**src/pkg/sfm_cfg.svh**
```systemverilog
// Timing constants and reset values for the safety fault monitor
`ifndef SFM_CFG_SVH
`define SFM_CFG_SVH

// ----------------------------------------
// Clock
// ----------------------------------------
`define SFM_CLK_HZ 10000000
`define SFM_CYC_PER_US (`SFM_CLK_HZ / 1000000)

// ----------------------------------------
// Window watchdog
// ----------------------------------------
`define SFM_WD_MIN_US 2200
`define SFM_WD_MAX_US 9300
`define SFM_WD_HOLD_US 230000
`define SFM_WD_MIN_CYC (`SFM_WD_MIN_US * `SFM_CYC_PER_US)
`define SFM_WD_MAX_CYC (`SFM_WD_MAX_US * `SFM_CYC_PER_US)
`define SFM_WD_HOLD_CYC (`SFM_WD_HOLD_US * `SFM_CYC_PER_US)

// ----------------------------------------
// Input front-end diagnostic interval
// ----------------------------------------
`define SFM_DTI_MS 1000
`define SFM_DTI_CYC (`SFM_DTI_MS * 1000 * `SFM_CYC_PER_US)

// ----------------------------------------
// Widths and reset values
// ----------------------------------------
`define SFM_CHANNELS 8
`define SFM_NUM_FLAGS 21
`define SFM_LED_RST 8'h00

`endif

```
**src/pkg/sfm_pkg.sv**
```systemverilog
// Shared types of the safety fault monitor
package sfm_pkg;

  // ----------------------------------------
  // Types
  // ----------------------------------------
  typedef logic [23:0] sfm_cnt_t;

  typedef enum logic [0:0] {
    SFM_WD_RUN  = 1'b0,
    SFM_WD_FAIL = 1'b1
  } sfm_wd_state_e;

endpackage : sfm_pkg

```
**src/pkg/sfm_wd_if.sv**
```systemverilog
// Kick and fail signals between the monitor core and its watchdog
`timescale 1ns/1ns
interface sfm_wd_if;
  logic kick_fall;
  logic fail_n;
  modport ctrl (output kick_fall, input fail_n);
  modport wdog (input kick_fall, output fail_n);
endinterface : sfm_wd_if

```
**src/core/sfm_monitor.sv**
```systemverilog
// Safety fault monitor: fault collection, safe state, diagnostics, LEDs
`timescale 1ns/1ns
`include "sfm_cfg.svh"
module sfm_monitor #(
  parameter int unsigned N = `SFM_CHANNELS,
  parameter int unsigned DTI_CYC = `SFM_DTI_CYC,
  parameter int unsigned WD_MIN_CYC = `SFM_WD_MIN_CYC,
  parameter int unsigned WD_MAX_CYC = `SFM_WD_MAX_CYC,
  parameter int unsigned WD_HOLD_CYC = `SFM_WD_HOLD_CYC
) (
  input wire logic clk_in,
  input wire logic rst_in,
  input wire logic vin_low_in,
  input wire logic vin_high_in,
  input wire logic [3:0] pd_fault_in,
  input wire logic int_rail_fault_n_in,
  input wire logic io_rail_low_in,
  input wire logic io_rail_ov_in,
  input wire logic core_uv_fault_n_in,
  input wire logic core_ov_fault_n_in,
  input wire logic overtemp_fault_n_in,
  input wire logic cpu_error_n_in,
  input wire logic watchdog_kick_in,
  input wire logic test_trip_n_in,
  input wire logic cold_block_in,
  input wire logic warm_block_in,
  input wire logic fault_led_ctl_in,
  input wire logic led_sclk_in,
  input wire logic led_sdata_in,
  input wire logic led_latch_in,
  input wire logic [N-1:0] di_state_in,
  output logic sensor_supply_fault_n_out,
  output logic sensor_power_en_out,
  output logic int_rail_fault_n_out,
  output logic io_ov_notify_out,
  output logic core_uv_flag_out,
  output logic core_ov_latched_out,
  output logic overtemp_fault_n_out,
  output logic supervisor_trip_n_out,
  output logic watchdog_fail_n_out,
  output logic cold_reset_n_out,
  output logic warm_reset_n_out,
  output logic safe_state_n_out,
  output logic [N-1:0] inject_en_out,
  output logic [N-1:0] inject_level_out,
  output logic [N-1:0] channel_led_out,
  output logic supply_led_out,
  output logic fault_led_out
);

  // ----------------------------------------
  // Synchronisers
  // ----------------------------------------
  logic [`SFM_NUM_FLAGS-1:0] flag_raw;
  logic [`SFM_NUM_FLAGS-1:0] flag_s;
  logic [N-1:0] di_s;

  // Active-low pins are inverted ahead of the first stage so everything
  // resets to the no-fault level of zero
  assign flag_raw = {led_latch_in, led_sdata_in, led_sclk_in,
    fault_led_ctl_in, warm_block_in, cold_block_in, ~test_trip_n_in,
    watchdog_kick_in, ~cpu_error_n_in, ~overtemp_fault_n_in,
    ~core_ov_fault_n_in, ~core_uv_fault_n_in, io_rail_ov_in,
    io_rail_low_in, ~int_rail_fault_n_in, pd_fault_in, vin_high_in,
    vin_low_in};

  sfm_sync #(.W(`SFM_NUM_FLAGS)) u_flag_sync (
    .clk_in(clk_in),
    .rst_in(rst_in),
    .d_in(flag_raw),
    .q_out(flag_s)
  );

  sfm_sync #(.W(N)) u_di_sync (
    .clk_in(clk_in),
    .rst_in(rst_in),
    .d_in(di_state_in),
    .q_out(di_s)
  );

  wire s_vin_low = flag_s[0];
  wire s_vin_high = flag_s[1];
  wire [3:0] s_pd_fault = flag_s[5:2];
  wire s_int_rail = flag_s[6];
  wire s_io_low = flag_s[7];
  wire s_io_ov = flag_s[8];
  wire s_core_uv = flag_s[9];
  wire s_core_ov = flag_s[10];
  wire s_overtemp = flag_s[11];
  wire s_cpu_err = flag_s[12];
  wire s_kick = flag_s[13];
  wire s_test_trip = flag_s[14];
  wire s_cold_block = flag_s[15];
  wire s_warm_block = flag_s[16];
  wire s_fault_led = flag_s[17];
  wire s_led_sclk = flag_s[18];
  wire s_led_sdata = flag_s[19];
  wire s_led_latch = flag_s[20];

  // ----------------------------------------
  // Watchdog
  // ----------------------------------------
  sfm_wd_if wd_bus ();
  logic kick_d_r;

  always_ff @(posedge clk_in) begin
    if (rst_in) begin
      kick_d_r <= 1'b0;
    end else begin
      kick_d_r <= s_kick;
    end
  end

  assign wd_bus.kick_fall = kick_d_r && !s_kick;

  sfm_wdog #(
    .MIN_CYC(WD_MIN_CYC),
    .MAX_CYC(WD_MAX_CYC),
    .HOLD_CYC(WD_HOLD_CYC)
  ) u_wdog (
    .clk_in(clk_in),
    .rst_in(rst_in),
    .wd(wd_bus.wdog)
  );

  wire wd_fail = !wd_bus.fail_n;

  // ----------------------------------------
  // Fault classification
  // ----------------------------------------
  logic core_ov_latch_r;
  wire manual_trip_n = !s_test_trip;
  // supervisor trip while rail low or manual trip held
  wire sup_trip = s_io_low || !manual_trip_n;
  wire core_ov_nxt = core_ov_latch_r || s_core_ov;
  // unmaskable trigger set; I/O overvoltage deliberately absent
  wire safe_trig = s_cpu_err || wd_fail || sup_trip || s_core_uv ||
    core_ov_nxt;
  // cold block masks only the supervisor cold reboot
  // core faults always hold cold reset
  wire cold_rst = (sup_trip && !s_cold_block) || s_core_uv || core_ov_nxt;
  wire warm_rst = (wd_fail || s_cpu_err) && !s_warm_block;
  // any power delivery or supply window fault
  wire supply_bad = s_vin_low || s_vin_high || (|s_pd_fault);

  // sticky core overvoltage latch, cleared only by power-on reset
  always_ff @(posedge clk_in) begin
    if (rst_in) begin
      core_ov_latch_r <= 1'b0;
    end else begin
      core_ov_latch_r <= core_ov_nxt;
    end
  end

  // registered safe state, one cycle after trigger
  always_ff @(posedge clk_in) begin
    if (rst_in) begin
      safe_state_n_out <= 1'b1;
      cold_reset_n_out <= 1'b1;
      warm_reset_n_out <= 1'b1;
      supervisor_trip_n_out <= 1'b1;
      watchdog_fail_n_out <= 1'b1;
    end else begin
      safe_state_n_out <= !safe_trig;
      cold_reset_n_out <= !cold_rst;
      warm_reset_n_out <= !warm_rst;
      supervisor_trip_n_out <= !sup_trip;
      watchdog_fail_n_out <= !wd_fail;
    end
  end

  always_ff @(posedge clk_in) begin
    if (rst_in) begin
      sensor_supply_fault_n_out <= 1'b1;
      sensor_power_en_out <= 1'b0;
      int_rail_fault_n_out <= 1'b1;
      io_ov_notify_out <= 1'b0;
      core_uv_flag_out <= 1'b0;
      core_ov_latched_out <= 1'b0;
      overtemp_fault_n_out <= 1'b1;
    end else begin
      sensor_supply_fault_n_out <= !supply_bad;
      sensor_power_en_out <= !supply_bad;
      int_rail_fault_n_out <= !s_int_rail;
      io_ov_notify_out <= s_io_ov;
      core_uv_flag_out <= s_core_uv;
      core_ov_latched_out <= core_ov_nxt;
      overtemp_fault_n_out <= !s_overtemp;
    end
  end

  // ----------------------------------------
  // Input front-end injection
  // ----------------------------------------
  // one stale-time counter per channel; a toggle restarts it
  // which also ends the injection once the channel has moved
  logic [N-1:0] di_d_r;

  always_ff @(posedge clk_in) begin
    if (rst_in) begin
      di_d_r <= '0;
    end else begin
      di_d_r <= di_s;
    end
  end

  for (genvar i = 0; i < N; i++) begin : g_inj
    sfm_pkg::sfm_cnt_t stale_r;
    wire changed = di_s[i] ^ di_d_r[i];
    wire stale = (stale_r >= DTI_CYC[23:0]);

    always_ff @(posedge clk_in) begin
      if (rst_in) begin
        stale_r <= '0;
        inject_en_out[i] <= 1'b0;
        inject_level_out[i] <= 1'b0;
      end else begin
        if (changed) begin
          stale_r <= '0;
        end else if (!stale) begin
          stale_r <= stale_r + 24'h000001;
        end
        inject_en_out[i] <= stale && !changed;
        inject_level_out[i] <= !di_s[i];
      end
    end
  end

  // ----------------------------------------
  // Signage
  // ----------------------------------------
  logic [N-1:0] led_shift_r;
  logic [N-1:0] led_hold_r;
  logic led_user_r;
  logic sclk_d_r;
  logic latch_d_r;
  wire sclk_rise = s_led_sclk && !sclk_d_r;
  wire latch_rise = s_led_latch && !latch_d_r;
  // channel LED follows the input until software loads a pattern
  wire [N-1:0] led_nxt = led_user_r ? led_hold_r : di_s;

  always_ff @(posedge clk_in) begin
    if (rst_in) begin
      sclk_d_r <= 1'b0;
      latch_d_r <= 1'b0;
      led_shift_r <= N'(`SFM_LED_RST);
      led_hold_r <= N'(`SFM_LED_RST);
      led_user_r <= 1'b0;
    end else begin
      sclk_d_r <= s_led_sclk;
      latch_d_r <= s_led_latch;
      if (sclk_rise) begin
        led_shift_r <= {led_shift_r[N-2:0], s_led_sdata};
      end
      if (latch_rise) begin
        led_hold_r <= led_shift_r;
        led_user_r <= 1'b1;
      end
    end
  end

  always_ff @(posedge clk_in) begin
    if (rst_in) begin
      channel_led_out <= '0;
      supply_led_out <= 1'b0;
      fault_led_out <= 1'b0;
    end else begin
      channel_led_out <= led_nxt;
      supply_led_out <= !s_vin_low;
      fault_led_out <= s_fault_led;
    end
  end
endmodule : sfm_monitor

```
**src/core/sfm_sync.sv**
```systemverilog
// Two-stage synchroniser for a vector of asynchronous levels
`timescale 1ns/1ns
module sfm_sync #(
  parameter int unsigned W = 1
) (
  input wire logic clk_in,
  input wire logic rst_in,
  input wire logic [W-1:0] d_in,
  output logic [W-1:0] q_out
);

  logic [W-1:0] meta_r;

  // ----------------------------------------
  // Stages
  // ----------------------------------------
  always_ff @(posedge clk_in) begin
    if (rst_in) begin
      meta_r <= '0;
      q_out <= '0;
    end else begin
      meta_r <= d_in;
      q_out <= meta_r;
    end
  end

endmodule : sfm_sync

```
**src/core/sfm_wdog.sv**
```systemverilog
// Window watchdog: falling kick edges must arrive inside a time window
`timescale 1ns/1ns
`include "sfm_cfg.svh"
module sfm_wdog #(
  parameter int unsigned MIN_CYC = `SFM_WD_MIN_CYC,
  parameter int unsigned MAX_CYC = `SFM_WD_MAX_CYC,
  parameter int unsigned HOLD_CYC = `SFM_WD_HOLD_CYC
) (
  input wire logic clk_in,
  input wire logic rst_in,
  sfm_wd_if.wdog wd
);

  sfm_pkg::sfm_wd_state_e state_r;
  sfm_pkg::sfm_cnt_t cnt_r;
  wire early_kick = wd.kick_fall && (cnt_r < MIN_CYC[23:0]);
  wire late_kick = (cnt_r >= MAX_CYC[23:0]);
  wire hold_done = (cnt_r >= HOLD_CYC[23:0] - 24'h000001);

  // ----------------------------------------
  // Window check
  // ----------------------------------------
  // window check: early or missing edge trips the fail output
  // bounded fail: released after the hold time, window restarts
  always_ff @(posedge clk_in) begin
    if (rst_in) begin
      state_r <= sfm_pkg::SFM_WD_RUN;
      cnt_r <= '0;
    end else begin
      unique case (state_r)
        sfm_pkg::SFM_WD_RUN: begin
          if (early_kick || late_kick) begin
            state_r <= sfm_pkg::SFM_WD_FAIL;
            cnt_r <= '0;
          end else if (wd.kick_fall) begin
            cnt_r <= '0;
          end else begin
            cnt_r <= cnt_r + 24'h000001;
          end
        end
        sfm_pkg::SFM_WD_FAIL: begin
          if (hold_done) begin
            state_r <= sfm_pkg::SFM_WD_RUN;
            cnt_r <= '0;
          end else begin
            cnt_r <= cnt_r + 24'h000001;
          end
        end
      endcase
    end
  end

  assign wd.fail_n = (state_r == sfm_pkg::SFM_WD_RUN);
endmodule : sfm_wdog

```
**config.mk**
```make
export PLATFORM = sky130hd
export DESIGN_NAME = sfm_monitor
export DESIGN_NICKNAME = d
export VERILOG_FILES = /design/src/pkg/sfm_pkg.sv /design/src/pkg/sfm_wd_if.sv /design/src/core/sfm_monitor.sv /design/src/core/sfm_sync.sv /design/src/core/sfm_wdog.sv
export VERILOG_INCLUDE_DIRS = /design/src /design/src/pkg
export SDC_FILE = /design/constraint.sdc
export NUM_CORES = 1
export LEC_CHECK = 0
export ABC_AREA = 1
export BUFFER_PORTS_ARGS = -buffer_cell sky130_fd_sc_hd__clkbuf_2
export CAP_MARGIN = 40
export CELL_PAD_IN_SITES_DETAIL_PLACEMENT = 0
export CELL_PAD_IN_SITES_GLOBAL_PLACEMENT = 1
export CORE_UTILIZATION = 46
export CTS_BUF_LIST = sky130_fd_sc_hd__clkbuf_4
export DETAILED_ROUTE_END_ITERATION = 16
export GPL_TIMING_DRIVEN = 0
export PLACE_DENSITY_LB_ADDON = 0.12
export SLEW_MARGIN = 25
export SYNTH_ARGS = -nofsm -noshare
export SYNTH_HDL_FRONTEND = slang
export SYNTH_SLANG_ARGS = --single-unit
```
**constraint.sdc**
```tcl
create_clock -name clk_in -period 1.7 [get_ports clk_in]
set_input_delay 0.34 -clock clk_in [delete_from_list [all_inputs] [get_ports clk_in]]
set_output_delay 0.34 -clock clk_in [all_outputs]
set_load 0.02 [all_outputs]
```
==> results.json <==
{
  "drtIter0Drc": 990,
  "cts_buffers": 95,
  "hp-class": "input pin to register",
  "worstPathCellList": "ha_1 > buf_6 > nand2_1 > nor2_4 > buf_4 > nand4_1 > xnor2_1 > nand2_1 > a21oi_1",
  "synth_largest_area_cell": "dfxtp_1",
  "path_buf_inv": 2,
  "place_congestion": 0.900,
  "synth_cells": 2656,
  "startpoint_type": "register",
  "yosys-top-cells-count": "nand2_1 (894), nor2_1 (441), dfxtp_1 (341)",
  "io_buffers": 68,
  "synth_top_area_frac": 0.390,
  "cts.sinks": 341,
  "p_total_uw": 16600,
  "min_period_ns": 1.62,
  "peakVddDrop_uv": 587,
  "drcViolationCount": 0,
  "routed-via-count": 16700,
  "synth_edf_count": 0,
  "p_leak_uw": 0.00801,
  "viasPerCell": 4.83,
  "crit_family": "simple AND/OR/NAND/NOR gates",
  "cp.required_ns": 2.38,
  "cts_max_path_buffers": 3,
  "grt_pass1_wl_um": 74400,
  "tritoncts": "built",
  "cp-end-kind": "register",
  "coreArea_mm2": 0.0376,
  "antenna_found_initial": 2,
  "rows": 71,
  "synth_area_leaders": "dfxtp_1 (39%), nand2_1 (19%), nor2_1 (9.4%)",
  "syn_avg_cell_area_um2": 6.60,
  "crit_arrival_ns": 2.30,
  "nets": 2923,
  "skew_ns": 0.0485,
  "finalSetupViolations": 0,
  "synth-warning-count": 0,
  "routed_wl_um": 45000,
  "worst_pin_slew_ns": 0.780,
  "max_freq_mhz": 616,
  "dpl.hpwl_um": 32500,
  "n_fill_cell": 3900,
  "ys_seq_area_frac": 0.390,
  "syn2layout_area_growth_pct": 17.7,
  "slew_headroom": 0.480,
  "syn-cell-area_mm2": 0.0175,
  "grt_max_degree": 13,
  "dp_cells": 3236,
  "status": "finished clean",
  "dieArea_mm2": 0.0389,
  "yosysUniqueCellTypes": 49,
  "fin_hold_ws_ns": 0.172,
  "drive_above_1_share": 0.152,
  "grt_pass1_vias": 15700,
  "clk_pin_slew_ns": 0.07,
  "grt_setup_unrepaired": "true",
  "fp.dieW_um": 197,
  "cts_root_buffer": "clkbuf_4",
  "overflow": 0,
  "antenna_left": 0,
  "start_util": 0.466,
  "synth.most_common_cell": "nand2_1",
  "cp_max_fo": 8,
  "ys_async_sr_fraction": 0,
  "cpMaxStageDelayCell": "dfxtp_2",
  "ios": 69,
  "cpMostUsedCell": "nand2_1",
  "synth_ff_type": "dfxtp_1",
  "wl_per_cell_um": 13.0,
  "powerDensity_mw_per_mm2": 804,
  "worst-setup-path-type": "register to register",
  "grt_usage": 0.235,
  "hold_violations": 0,
  "htree_levels": 3,
  "layout.cells.non_filler": 3459,
  "slew_viol_final": 0,
  "cpPeakStageDelay_ns": 0.36,
  "drv_cap": 0,
  "clk_latency_ns": 0.77,
  "final.period_utilization": 0.954,
  "synth-seq-cells": 341,
  "drtPass1Iterations": 7,
  "die_y_um": 197
}
## final cells by class
class                      instances  area, µm²  area share
timing repair buffer             121        946      0.0459
antenna                            3       7.51    0.000364
sequential                       341       6900       0.334
clock buffer                     135       1010      0.0491
clock inverter                    32        180     0.00874
multi-input combinational       2014       9540       0.463
buffer                            74        541      0.0262
inverter                         228        860      0.0417
tap                              511        639      0.0310
## report_power, final
part           leakage, µW  switching (µW)  internal (µW)
combinational      0.00450             531            304
clock             0.000716            3490           3950
sequential         0.00279             135           8180
## worst paths after layout
path / to / slack, ns / from / cells after the start
max: g_inj[1].stale_r[16]$_SDFFE_PP0N_ / 0.08 / g_inj[1].stale_r[0]$_SDFFE_PP0N_ / 9
min: g_inj[5].stale_r[23]$_SDFFE_PP0N_ / 0.17 / rst_in / 4
max reg2reg: g_inj[1].stale_r[16]$_SDFFE_PP0N_ / 0.08 / g_inj[1].stale_r[0]$_SDFFE_PP0N_ / 9
min reg2reg: overtemp_fault_n_out$_SDFF_PP1_ / 0.39 / u_flag_sync.q_out[11]$_SDFF_PP0_ / 1
## timing repair
action,in CTS,in global routing
cloned,0,1
buffers inserted,5,18
hold endpoints to repair,29,0
pin swaps,3,12
setup endpoints to repair,53,183
resized for setup,67,111
hold buffers,29,0
## per-stage QoR
step / utilization / setup TNS, ns / cell area, µm² / setup slack [ns]
floorplan: - / 0 / 17500 / 0.192
global placement: 0.492 / -6.06 / 18500 / -0.233
detailed placement: 0.492 / -5.90 / 18500 / -0.234
CTS: 0.539 / -0.0243 / 20200 / -0.0165
global route: 0.549 / -0.0935 / 20600 / -0.0204
finish: 0.549 / 0 / 20600 / 0.0777
## worst min-delay path, delay by kind of cell
kind,cells,cell delay (ns)
compound gates,1,0.06
buf+inv,2,0.25
simple gates,1,0.23
## flip-flops by register name, indices dropped and copies added (netlist names), 21 cells and up
signal              flops
u_flag_sync.meta_r     21
g_inj.stale_r         192
u_flag_sync.q_out      21
u_wdog.cnt_r           24
## cells in the final DEF, fill, tap and decap left out, types with 8 or more instances in the layout
master / n
nand3b_1: 37
a21oi_1: 208
inv_2: 13
dfxtp_2: 39
dfxtp_1: 296
inv_1: 215
or2_2: 11
nand4_1: 25
buf_8: 8
nor3_1: 17
xor2_1: 70
ha_1: 11
nand3_1: 99
nor2_1: 426
nor2_4: 17
buf_4: 39
clkbuf_2: 54
nand2_1: 888
nor2_2: 17
a21oi_2: 14
buf_6: 24
clkbuf_4: 139
xnor2_1: 34
nand2_2: 15
clkinv_1: 23
clkbuf_1: 18
o21ai_0: 72
dlygate4sd3_1: 29
buf_2: 11
## logic make-up after synthesis
group,count (synthesis),share of synthesized area
AOI/OAI and AO/OA,310,0.0936
xor gates and xnor gates,104,0.0520
adders and majority gates,17,0.0121
buffers and inverters,302,0.0780
DFF,341,0.390
other,1,0.000214
and+or+nand+nor,1581,0.374
## layer usage
layer	vias up	track usage	routed length, µm
met4	0	0.0919	1360
met1	7497	0.301	21200
met2	280	0.386	20500
li1	8833	-	-
met5	-	0	0
met3	98	0.0497	1860
Power figures use the tool's default switching activity.
